===== src/rtl/sar_pkg.sv =====
package sar_pkg;
  localparam int          RES_BITS   = 16;
  localparam int          BIT_CNT_W  = 5;
  // Conversion must finish within this bound
  localparam int          CONV_MAX_NS = 35000;
  localparam int          CLK_NS      = 10;
  localparam int          CONV_MAX_CYC = CONV_MAX_NS / CLK_NS;
  // Cycles spent per bit decision, settling of the comparator
  localparam int          BIT_CYC     = 8;
  localparam int          BIT_CYC_W   = 3;
  localparam logic [15:0] START_CODE  = 16'h7FFF;
  localparam logic [15:0] IDLE_CODE   = 16'h0000;
  localparam logic [4:0]  LAST_BIT    = 5'h0F;
  localparam logic [2:0]  LAST_TICK   = 3'h7;

  typedef enum logic [1:0] {
    CODE_STRAIGHT = 2'h0,
    CODE_OFFSET   = 2'h1,
    CODE_TWOS     = 2'h2
  } coding_t;

  typedef enum logic [1:0] {
    ST_IDLE = 2'b01,
    ST_CONV = 2'b10
  } state_t;
endpackage


===== src/rtl/sar_adc_ctrl.sv =====
module sar_adc_ctrl (
  input  wire logic                  ref_clk,      // 100 MHz clock
  input  wire logic                  sys_rst,      // Sync reset, high
  input  wire logic                  convert_cmd,  // Convert command
  input  wire sar_pkg::coding_t      coding_sel,   // Static coding mode
  input  wire logic                  cmp_keep,     // Comparator: input > trial
  output logic      [15:0]           trial_word,   // Word to internal DAC
  output logic                       status,       // Busy, high in conversion
  output logic                       msb_true,     // Top bit, true form
  output logic                       msb_inv,      // Top bit, inverted form
  output logic      [14:0]           data_low      // Remaining result bits
);
  typedef struct packed {
    sar_pkg::state_t st;
    logic            cmd_q;
    logic [4:0]      bit_q;
    logic [2:0]      tick_q;
    sar_pkg::coding_t coding_q;
  } ctrl_t;

  ctrl_t       s_q;
  ctrl_t       s_d;
  logic        start_edge;
  logic        load;
  logic        step;
  logic [15:0] word_q;

  // Decoded in several places; keeps the state compare in one spot
  function automatic logic is_busy(input sar_pkg::state_t st);
    return st == sar_pkg::ST_CONV;
  endfunction

  // Comparator sense: bit kept when input is above trial
  assign start_edge = s_q.cmd_q & ~convert_cmd;
  assign load       = start_edge && !is_busy(s_q.st);
  assign step       = is_busy(s_q.st)
                      && (s_q.tick_q == sar_pkg::LAST_TICK);

  always_comb begin
    s_d       = s_q;
    s_d.cmd_q = convert_cmd;
    unique case (s_q.st)
      sar_pkg::ST_IDLE: begin
        if (load) begin
          s_d.st     = sar_pkg::ST_CONV;
          s_d.bit_q  = sar_pkg::LAST_BIT;
          s_d.tick_q = '0;
          // Coding is captured so a change mid-conversion can be seen
          s_d.coding_q = coding_sel;
        end
      end
      sar_pkg::ST_CONV: begin
        s_d.tick_q = s_q.tick_q + 3'h1;
        if (step) begin
          if (s_q.bit_q == 5'h00) begin
            s_d.st = sar_pkg::ST_IDLE;
          end else begin
            s_d.bit_q = s_q.bit_q - 5'h01;
          end
        end
      end
      default: begin
        s_d.st = sar_pkg::ST_IDLE;
      end
    endcase
  end

  always_ff @(posedge ref_clk) begin
    if (sys_rst) begin
      s_q.st     <= sar_pkg::ST_IDLE;
      s_q.cmd_q  <= 1'b0;
      s_q.bit_q  <= '0;
      s_q.tick_q <= '0;
      s_q.coding_q <= sar_pkg::CODE_STRAIGHT;
    end else begin
      s_q <= s_d;
    end
  end

  sar_bit_reg u_sar (
    .ref_clk (ref_clk),
    .sys_rst (sys_rst),
    .load    (load),
    .step    (step),
    .bit_idx (s_q.bit_q[3:0]),
    .keep    (cmp_keep),
    .word_q  (word_q)
  );

  // Straight and offset binary share one word; two's complement only
  // flips the top bit, so the converter core never changes.
  assign trial_word = word_q;
  assign status     = is_busy(s_q.st);
  assign msb_true   = word_q[15];
  assign msb_inv    = ~word_q[15];
  assign data_low   = word_q[14:0];

  // Bounds: 16 bits of 8 ticks, well below the 35 us ceiling
  localparam int CONV_CYC = sar_pkg::RES_BITS * sar_pkg::BIT_CYC;
endmodule


===== src/rtl/sar_bit_reg.sv =====
// Successive-approximation register: holds trial/result word.
module sar_bit_reg (
  input  wire logic        ref_clk,   // System clock
  input  wire logic        sys_rst,   // Sync reset, high
  input  wire logic        load,      // Preset at start edge
  input  wire logic        step,      // Resolve current bit
  input  wire logic [3:0]  bit_idx,   // Bit under decision
  input  wire logic        keep,      // Comparator says keep bit
  output logic      [15:0] word_q     // Registered word
);
  logic [15:0] word_d;

  always_comb begin
    word_d = word_q;
    if (load) begin
      word_d = sar_pkg::START_CODE;
    end else if (step) begin
      word_d[bit_idx] = keep;
      if (bit_idx != 4'h0) begin
        word_d[bit_idx - 4'h1] = 1'b0;
      end
    end
  end

  always_ff @(posedge ref_clk) begin
    if (sys_rst) begin
      word_q <= sar_pkg::IDLE_CODE;
    end else begin
      word_q <= word_d;
    end
  end
endmodule


===== config.mk =====
export PLATFORM = sky130hd
export DESIGN_NAME = sar_adc_ctrl
export DESIGN_NICKNAME = d
export VERILOG_FILES = /design/src/rtl/sar_pkg.sv /design/src/rtl/sar_adc_ctrl.sv /design/src/rtl/sar_bit_reg.sv
export SDC_FILE = /design/constraint.sdc
export NUM_CORES = 1
export LEC_CHECK = 0
export BUFFER_PORTS_ARGS = -buffer_cell sky130_fd_sc_hd__buf_2
export CAP_MARGIN = 20
export CORE_UTILIZATION = 40
export CTS_BUF_LIST = sky130_fd_sc_hd__clkbuf_16
export CTS_CLUSTER_SIZE = 20
export DETAILED_ROUTE_END_ITERATION = 7
export GPL_ROUTABILITY_DRIVEN = 1
export HOLD_SLACK_MARGIN = 0.08
export PLACE_DENSITY_LB_ADDON = 0.25
export SLEW_MARGIN = 20
export SYNTH_ARGS = -nofsm -noshare
export SYNTH_HDL_FRONTEND = slang
export SYNTH_SLANG_ARGS = --single-unit

===== constraint.sdc =====
create_clock -name ref_clk -period 1.8 [get_ports ref_clk]
set_input_delay 0.27 -clock ref_clk [delete_from_list [all_inputs] [get_ports ref_clk]]
set_output_delay 0.27 -clock ref_clk [all_outputs]
set_load 0.02 [all_outputs]

==> results.cfg, run 1 <==
[place]
place.detailed.hpwl_mm = 3.26
io_buffer_count = 37
place.detailed.instances = 290
post_dp_cell_area_mm2 = 0.00197
gpl.final_weighted_congestion = 0.864

[die]
io-pin-count = 40
die_height_um = 67.6
die_width_um = 67.6
row_count = 23
die-area_mm2 = 0.00457
initial_utilization_pct = 42.4
fp.coreArea_mm2 = 0.00406

[sta]
post-route-min-period_ns = 1.72
max_clock_freq_ghz = 0.583
fin_skew_ns = 0.00248
period_share_pct = 95.3
finalSetupViolations = 0
max_slew_margin_pct = 75.5
timing.final.hold_violations = 0
worstMarginPinSlew_ns = 0.363
timing.final.max_slew_violations = 0

[clocking]
cts_tree = built
htree_num_levels = 1
cts.reportedPaths.clkPinSlew_ns = 0.06
cts.root.buffer_cell = clkbuf_16
clock_tree.buffer_depth = 2
clock_latency_ns = 0.26
clock-sinks = 27
cts-buffers-inserted = 3

[logic_synthesis]
yosysSeqAreaShare_pct = 31.4
post-synth-top-area-cell = dfxtp_1
synthesis.area_per_instance_um2 = 8.27
yosys.area.top_type_share_pct = 31.4
synth_async_sr_flop_share_pct = 0
synth_area_leaders = dfxtp_1, buf_4, mux2i_1, ha_1, nor2_1
netlist_area_pre_place_mm2 = 0.00172
ys.warnings.count = 0
syn-num-nets = 220
most_instantiated_cells_after_synthesis = dfxtp_1, buf_4, nor2_1
yosys.cell_types.count = 51
synthMostInstantiatedCell = dfxtp_1
synth.ff_latch_count = 27
synth_enable_flop_cells = 0
synth_cells = 208
dominantRegCellSynth = dfxtp_1

[detailed_routing]
num_vias = 1653
detailedRoute.firstIterationViolations = 160
drc = 0
route.detailed.wl_per_inst_um = 15.1
route.detailed.vias_per_inst = 5.58
final_antenna_net_count = 0
pre_antenna_drt_iters = 4
wirelength_mm = 4.47

[pwr]
power.switching_fraction_pct = 27.2
peakVddDrop_v = 0.000345
p_int_mw = 1.02
switchingPower_uw = 381
p_per_area_mw_per_mm2 = 665
total_leakage_power_nw = 0.871
share_comb_of_total_power_pct = 18.1
seq_power_share_pct = 45.6
proportion_of_power_drawn_by_the_clock_network_pct = 36.4

[finish]
nNetsFinal = 259
layout-area-overhead-vs-synth_pct = 22.5
drive_gt1_share_pct = 32.9
layout.cell_area.non_filler_mm2 = 0.00211
nFillCells = 392
final_cell_count_no_fill = 296
antenna-diode-count = 0

[critical_path]
worst_ep_arrival_time_ns = 1.88
critical_path_required_ns = 1.96
worst-path-max-fanout = 7
setup.worst_path.class = flip-flop to flip-flop
crit_path_start_kind = flip-flop
critical_path.endpoint_type = flip-flop

[global_route]
grt_first_pass_wirelength_mm = 6.82
grt_overflow = 0
grt_pass1_vias = 1396
number_of_antenna_violations_at_the_first_check_in_global_routing = 0
grt_max_degree = 19
global_route.usage.total_pct = 20.3

[min_path]
hold_class = primary input to flip-flop

[run]
drv_cap = 0

[run_status]
status = complete, no violations
layer usage:
metal | global-route usage (%) | wire length (µm)
met5 | 0 | 0
met4 | 7.45 | 78
met3 | 4.39 | 195
met2 | 31.7 | 2080
met1 | 27.1 | 2120
worst max-delay path: stages (launching register included):
cell and delay [ns]:
dfxtp_1 0.40, inv_1 0.09, ha_2 0.23, buf_4 0.17, nand2b_1 0.17, nor2_1 0.06
o21a_1 0.20, a221oi_1 0.29
power groups by stage:
| stage | sequential [mW] | combinational [mW] | clock, mW |
|---|---|---|---|
| after floorplan | 0.674 | 0.153 | 0 |
| after global placement | 0.652 | 0.244 | 0 |
| after detailed placement | 0.652 | 0.246 | 0 |
| after CTS | 0.639 | 0.246 | 0.526 |
| after global routing | 0.642 | 0.276 | 0.553 |
| final | 0.639 | 0.254 | 0.510 |
per-stage QoR:
stage          utilization, %  power [mW]  hold slack (ns)  setup WS, ns  setup TNS [ns]
6_report                 52.0        1.40            0.272        0.0843               0
2_1_floorplan               -       0.827            0.398        0.0762               0
3_3_place_gp             48.6       0.896            0.462        0.0759               0
3_5_place_dp             48.6       0.898            0.472        0.0628               0
4_1_cts                  50.6        1.41            0.272        0.0304               0
5_1_grt                  52.0        1.47            0.294      -0.00533        -0.00533
state kept, by name (all words and copies together), names as in the netlist:
signal / count
u_sar.word_q: 16
s_q: 11
path summary, 6_finish.rpt:
path | startpoint | slack [ns] | cells after the start | end
min | convert_cmd | 0.27 | 2 | s_q[10]$_SDFF_PP0_
max reg2reg | s_q[6]$_SDFFE_PP0P_ | 0.08 | 7 | u_sar.word_q[14]$_SDFFE_PP0P_
max | s_q[6]$_SDFFE_PP0P_ | 0.08 | 7 | u_sar.word_q[14]$_SDFFE_PP0P_
min reg2reg | s_q[3]$_SDFFE_PP0P_ | 0.48 | 2 | s_q[3]$_SDFFE_PP0P_
placed cells by master, fill, tap and decap left out, types with 4 or more instances in the layout:
cell      netlist  routed
buf_2           3      37
mux2i_1         8       8
nand4b_1        4       4
nor3_1          4       4
buf_4          18      27
a211oi_1        4       4
o21ai_0         4       4
nor2_1         16      16
a221oi_1        6       6
a21oi_1        10      10
nand2b_1        4       4
nand3_1         7       7
nand2_1        12      12
o21ai_1         9       9
nor2b_1         4       4
dfxtp_1        27      27
inv_1           8       8
layout make-up:
type	count	area [µm²]	share of cell area [%]
timing repair buffer	64	388	18.4
tap	50	62.6	2.97
clock inverter	1	5.00	0.237
sequential	27	541	25.6
multi-input combinational	142	1000	47.6
clock buffer	3	75.1	3.56
inverter	9	33.8	1.60
cell families (layout without fill, tap and decap cells):
logic type	after synthesis	in the layout	synth area share, %
buffers and inverters	39	77	12.7
XOR/XNOR	1	1	0.509
AND/OR/NAND/NOR	70	70	23.5
adder cells (fa/ha/maj)	6	6	4.36
multiplexers	9	9	5.31
flip-flops	27	27	31.4
AO/OA/AOI/OAI	56	56	22.3
what timing repair did:
item / in CTS / in global routing
endpoints found under the setup margin: 0 / 14
setup buffers: 0 / 2
hold buffers: 0 / 0
gates resized for setup: 0 / 10
Power figures use the tool's default switching activity.
==> run 2: changes to the inputs <==
==> constraint.sdc (replaced) <==
create_clock -name ref_clk -period 1.8 [get_ports ref_clk]
set_input_delay 0.18 -clock ref_clk [delete_from_list [all_inputs] [get_ports ref_clk]]
set_output_delay 0.18 -clock ref_clk [all_outputs]
set_load 0.02 [all_outputs]
==> results.cfg, run 2 (synthesis gave the netlist of run 1 again) <==
[detailed_routing]
num_vias = 1623
pre_antenna_drt_iters = 4
final_antenna_net_count = 0
route.detailed.wl_per_inst_um = 15.1
wirelength_mm = 4.46
detailedRoute.firstIterationViolations = 126
route.detailed.vias_per_inst = 5.50
drc = 0

[min_path]
hold-path-cell-count = 2
hold_class = primary input to flip-flop

[sta]
period_share_pct = 95.1
fin_skew_ns = 0.00484
timing.final.max_slew_violations = 0
timing.final.hold_violations = 0
totalNegativeSetupSlack_ns = 0
max_clock_freq_ghz = 0.584
max_slew_margin_pct = 63.8
finalSetupViolations = 0
post-route-min-period_ns = 1.71
worstMarginPinSlew_ns = 0.541
setup_repair_after_global_routing_missed_its_margin = true

[pwr]
proportion_of_power_drawn_by_the_clock_network_pct = 36.4
peakVddDrop_v = 0.000543
p_int_mw = 1.02
seq_power_share_pct = 45.8
total_leakage_power_nw = 0.868
share_comb_of_total_power_pct = 17.8
switchingPower_uw = 380
p_per_area_mw_per_mm2 = 676
power.switching_fraction_pct = 27.2

[die]
die_height_um = 67.6
io-pin-count = 40
fp.coreArea_mm2 = 0.00406
die_width_um = 67.6
row_count = 23
die-area_mm2 = 0.00457
initial_utilization_pct = 42.4

[finish]
final-seq-area_um2 = 542
layout-area-overhead-vs-synth_pct = 20.2
mostFrequentLayoutCell = buf_2
largestRegisters = u_sar.word_q: 16 flops, s_q: 11 flops
layout.cells.most_common_list = buf_2, buf_4, dfxtp_1
largest_register_ffs = 16
antenna-diode-count = 0
multi_input_comb_area_um2 = 971
nNetsFinal = 258
max_flop_register = u_sar.word_q
nFillCells = 408
final_cell_count_no_fill = 295
drive_gt1_share_pct = 30.6

[critical_path]
critical_path.endpoint_type = flip-flop
worst-path-max-fanout = 4
worstSetupPathDepth = 7
cpMaxStageDelayCell = dfxtp_1
cpPeakStageDelay_ns = 0.34
setup.worst_path.class = flip-flop to flip-flop
worstPathBufferInverterCount = 1
critical_path_required_ns = 1.94
worst_ep_arrival_time_ns = 1.86
path_cells = ha_1 > ha_2 > nand3b_1 > buf_4 > o21a_1 > nor3_1 > a211oi_1
crit_path_start_kind = flip-flop
crit_family = simple AND/OR/NAND/NOR gates
worst_reg2reg_path_length_in_cells = 7

[global_route]
global_route_track_usage_on_met2_pct = 33.7
grt_pass1_vias = 1418
grt_max_degree = 19
grt.busiest_layer = met2
number_of_antenna_violations_at_the_first_check_in_global_routing = 0
grt_util_met3_pct = 4.22
grt_first_pass_wirelength_mm = 7.11
global_route.usage.total_pct = 21.1
grt_overflow = 0
groute.layer.met1.usage_pct = 28.6

[place]
place.detailed.hpwl_mm = 3.34
gpl.final_weighted_congestion = 0.867
io_buffer_count = 37
place.detailed.instances = 291

[clocking]
htree_num_levels = 1
cts.reportedPaths.clkPinSlew_ns = 0.06
clock-sinks = 27
cts-buffers-inserted = 3
cts.root.buffer_cell = clkbuf_16
clock_tree.buffer_depth = 2
clock_latency_ns = 0.26
postCtsSetupBuffers = 0
cts_tree = built

[run_status]
status = complete, no violations

[run]
drv_cap = 0
run 2: metal layers:
metal	wire length [µm]	share of wire [%]
met2	2040	46
met3	239	5.4
met1	2120	47
met5	0	0
met4	68	1.5
run 2: path summary, 6_finish.rpt:
kind	startpoint	end	slack (ns)
setup / recovery	s_q[2]$_SDFFE_PP0P_	s_q[6]$_SDFFE_PP0P_	0.09
hold / removal	convert_cmd	s_q[10]$_SDFF_PP0_	0.19
setup reg to reg	s_q[2]$_SDFFE_PP0P_	s_q[6]$_SDFFE_PP0P_	0.09
hold reg to reg	s_q[4]$_SDFFE_PP0P_	s_q[4]$_SDFFE_PP0P_	0.48
run 2: area by class of cell:
cell class              instances  share of cell area [%]
clock buffers                   3                    3.63
clock inverters                 1                   0.181
inverters                       9                    1.63
multi-input cells             142                    46.9
flip-flops and latches         27                    26.2
well taps                      50                    3.02
repair buffers                 63                    18.4
run 2: power groups by stage:
stage	clock network (mW)	registers, mW	logic (mW)
2_1_floorplan	0	0.674	0.153
3_3_place_gp	0	0.652	0.245
3_5_place_dp	0	0.654	0.246
4_1_cts	0.518	0.640	0.247
5_1_grt	0.547	0.644	0.273
6_report	0.509	0.640	0.249
run 2: repair_timing:
action / in CTS / in global routing
hold buffers: 0 / 0
resized for setup: 0 / 5
endpoints found under the setup margin: 0 / 14
hold endpoints to repair: 0 / 0
run 2: metrics by stage:
| stage | utilization (%) | hold WS (ns) | area (µm²) | setup slack, ns | power, mW |
|---|---|---|---|---|---|
| 2_1_floorplan | - | 0.308 | 1720 | 0.0762 | 0.827 |
| 3_3_place_gp | 48.8 | 0.448 | 1980 | 0.0997 | 0.897 |
| 3_5_place_dp | 48.8 | 0.452 | 1980 | 0.0805 | 0.899 |
| 4_1_cts | 50.7 | 0.186 | 2060 | 0.0689 | 1.40 |
| 5_1_grt | 51.0 | 0.213 | 2070 | 0.00386 | 1.46 |
| 6_report | 51.0 | 0.187 | 2070 | 0.0881 | 1.40 |
run 2: worst reg2reg max path: stages, from the launching register on:
cell,delay (ns)
dfxtp_1,0.34
ha_1,0.15
ha_2,0.20
nand3b_1,0.19
buf_4,0.21
o21a_1,0.23
nor3_1,0.20
a211oi_1,0.07
==> run 3: changes to the inputs <==
- GPL_TIMING_DRIVEN: not set -> 0
==> results.cfg, run 3 (synthesis gave the netlist of run 1 again) <==
[run_status]
status = complete, no violations

[finish]
drive_gt1_share_pct = 38.6
max_flop_register = u_sar.word_q
multi_input_comb_area_mm2 = 0.00111
mostFrequentLayoutCell = buf_2
layout-area-overhead-vs-synth_pct = 30.2
antenna-diode-count = 0
largestRegisters = u_sar.word_q: 16 flops, s_q: 11 flops
layout.cell_area.non_filler_mm2 = 0.00224
nFillCells = 377
final_core_utilization_pct = 55.2
layout.cells.most_common_list = buf_2, dfxtp_1, buf_4
largest_register_ffs = 16
nNetsFinal = 264
final_cell_count_no_fill = 301
final-seq-area_um2 = 546

[sta]
timing.final.hold_violations = 0
max_slew_margin_pct = 60.1
layout_setup_ws_ns = 0.0684
totalNegativeSetupSlack_ns = 0
period_share_pct = 96.2
fin_worst_hold_slack_ns = 0.210
fin_skew_ns = 0.00464
post-route-min-period_ns = 1.73
max_clock_freq_ghz = 0.578
timing.final.max_slew_violations = 0
finalSetupViolations = 0
worstMarginPinSlew_ns = 0.593

[place]
place.detailed.hpwl_mm = 3.30
gpl.final_weighted_congestion = 0.926
io_buffer_count = 36
post_dp_cell_area_mm2 = 0.00196
pre_cts_slack_ns = -0.204
place.detailed.instances = 294

[die]
die_height_um = 67.6
die_width_um = 67.6
io-pin-count = 40
initial_utilization_pct = 42.4
fp.coreArea_mm2 = 0.00406
row_count = 23
die-area_mm2 = 0.00457

[min_path]
hold_class = primary input to flip-flop
hold_path.startpoint = convert_cmd

[pwr]
p_per_area_mw_per_mm2 = 640
p_int_mw = 1.03
total_power_mw = 1.43
proportion_of_power_drawn_by_the_clock_network_pct = 36.5
switchingPower_uw = 399
peakVddDrop_v = 0.000602
share_comb_of_total_power_pct = 18.6
power.switching_fraction_pct = 27.9
seq_power_share_pct = 44.9
total_leakage_power_nw = 0.913

[critical_path]
cp-startpoint = s_q[6]$_SDFFE_PP0P_
crit_family = simple AND/OR/NAND/NOR gates
critical_path_required_ns = 2.01
cpPeakStageDelay_ns = 0.48
worst-path-max-fanout = 7
critical_path.endpoint_type = flip-flop
worstPathBufferInverterCount = 1
crit_path_start_kind = flip-flop
cpMaxStageDelayCell = or4_1
setup.worst_path.class = flip-flop to flip-flop
path_cells = inv_1 > ha_4 > nand2_2 > or4_1 > a31o_1 > a21oi_2
worst_r2r_startpoint = s_q[6]$_SDFFE_PP0P_
worst_ep_arrival_time_ns = 1.94
regToRegSetupSlack_ns = 0.07

[global_route]
grt_overflow = 0
number_of_antenna_violations_at_the_first_check_in_global_routing = 0
grt_pass1_vias = 1432
global_route.usage.total_pct = 21.0
grt_util_met3_pct = 4.22
global_route_track_usage_on_met2_pct = 34.4
grt.busiest_layer = met2
groute.layer.met1.usage_pct = 27.1
grt_max_degree = 17
grt_first_pass_wirelength_mm = 7.11

[detailed_routing]
drc = 0
num_vias = 1722
route.detailed.vias_per_inst = 5.72
detailedRoute.firstIterationViolations = 153
final_antenna_net_count = 0
pre_antenna_drt_iters = 4
route.detailed.wl_per_inst_um = 15.7
wirelength_mm = 4.73

[clocking]
clock_latency_ns = 0.27
cts.reportedPaths.clkPinSlew_ns = 0.07
cts-buffers-inserted = 3
clock-sinks = 27
cts_tree = built
clock_tree.buffer_depth = 2
htree_num_levels = 1
cts.root.buffer_cell = clkbuf_16

[run]
drv_cap = 0
==> run 3: cell types whose count changed in the layout (fill, tap and decap cells not counted), sizes merged <==
cell      before  now
clkbuf         3   10
clkinvlp       0    1
buf           63   62
inv           10    9
==> run 3: power groups by stage <==
| stage | Combinational [mW] | Clock (mW) | Sequential (mW) |
|---|---|---|---|
| 2_1_floorplan | 0.153 | 0 | 0.674 |
| 3_3_place_gp | 0.240 | 0 | 0.654 |
| 3_5_place_dp | 0.242 | 0 | 0.655 |
| 4_1_cts | 0.247 | 0.535 | 0.641 |
| 5_1_grt | 0.289 | 0.548 | 0.647 |
| 6_report | 0.267 | 0.523 | 0.643 |
==> run 3: final timing paths <==
kind / cells after the start / to
hold reg to reg: 2 / s_q[3]$_SDFFE_PP0P_
hold / removal: 2 / s_q[10]$_SDFF_PP0_
setup / recovery: 6 / u_sar.word_q[1]$_SDFFE_PP0P_
setup reg to reg: 6 / u_sar.word_q[1]$_SDFFE_PP0P_
==> run 3: final cells by class <==
cell class | count | share of cell area, %
Tap cell | 50 | 2.79
Buffer | 29 | 8.88
Multi-Input combinational cell | 142 | 49.4
Inverter | 9 | 1.51
Clock inverter | 1 | 0.335
Clock buffer | 3 | 3.35
Timing Repair Buffer | 40 | 9.39
Sequential cell | 27 | 24.4
==> run 3: repair_timing <==
action,CTS,global route
buffers inserted,2,2
pin swaps,0,2
setup endpoints to repair,13,19
hold buffers,0,0
resized for setup,12,28
==> run 3: layer usage <==
metal  share of wire, %  vias up
li1                   -      830
met1                 43      815
met2                 49       68
met3                6.1        9
met4                1.6        0
met5                  0        -
==> run 3: worst register-to-register path: stages (launching register included) <==
cell,delay [ns]
dfxtp_1,0.36
inv_1,0.18
ha_4,0.21
nand2_2,0.12
or4_1,0.48
a31o_1,0.23
a21oi_2,0.09
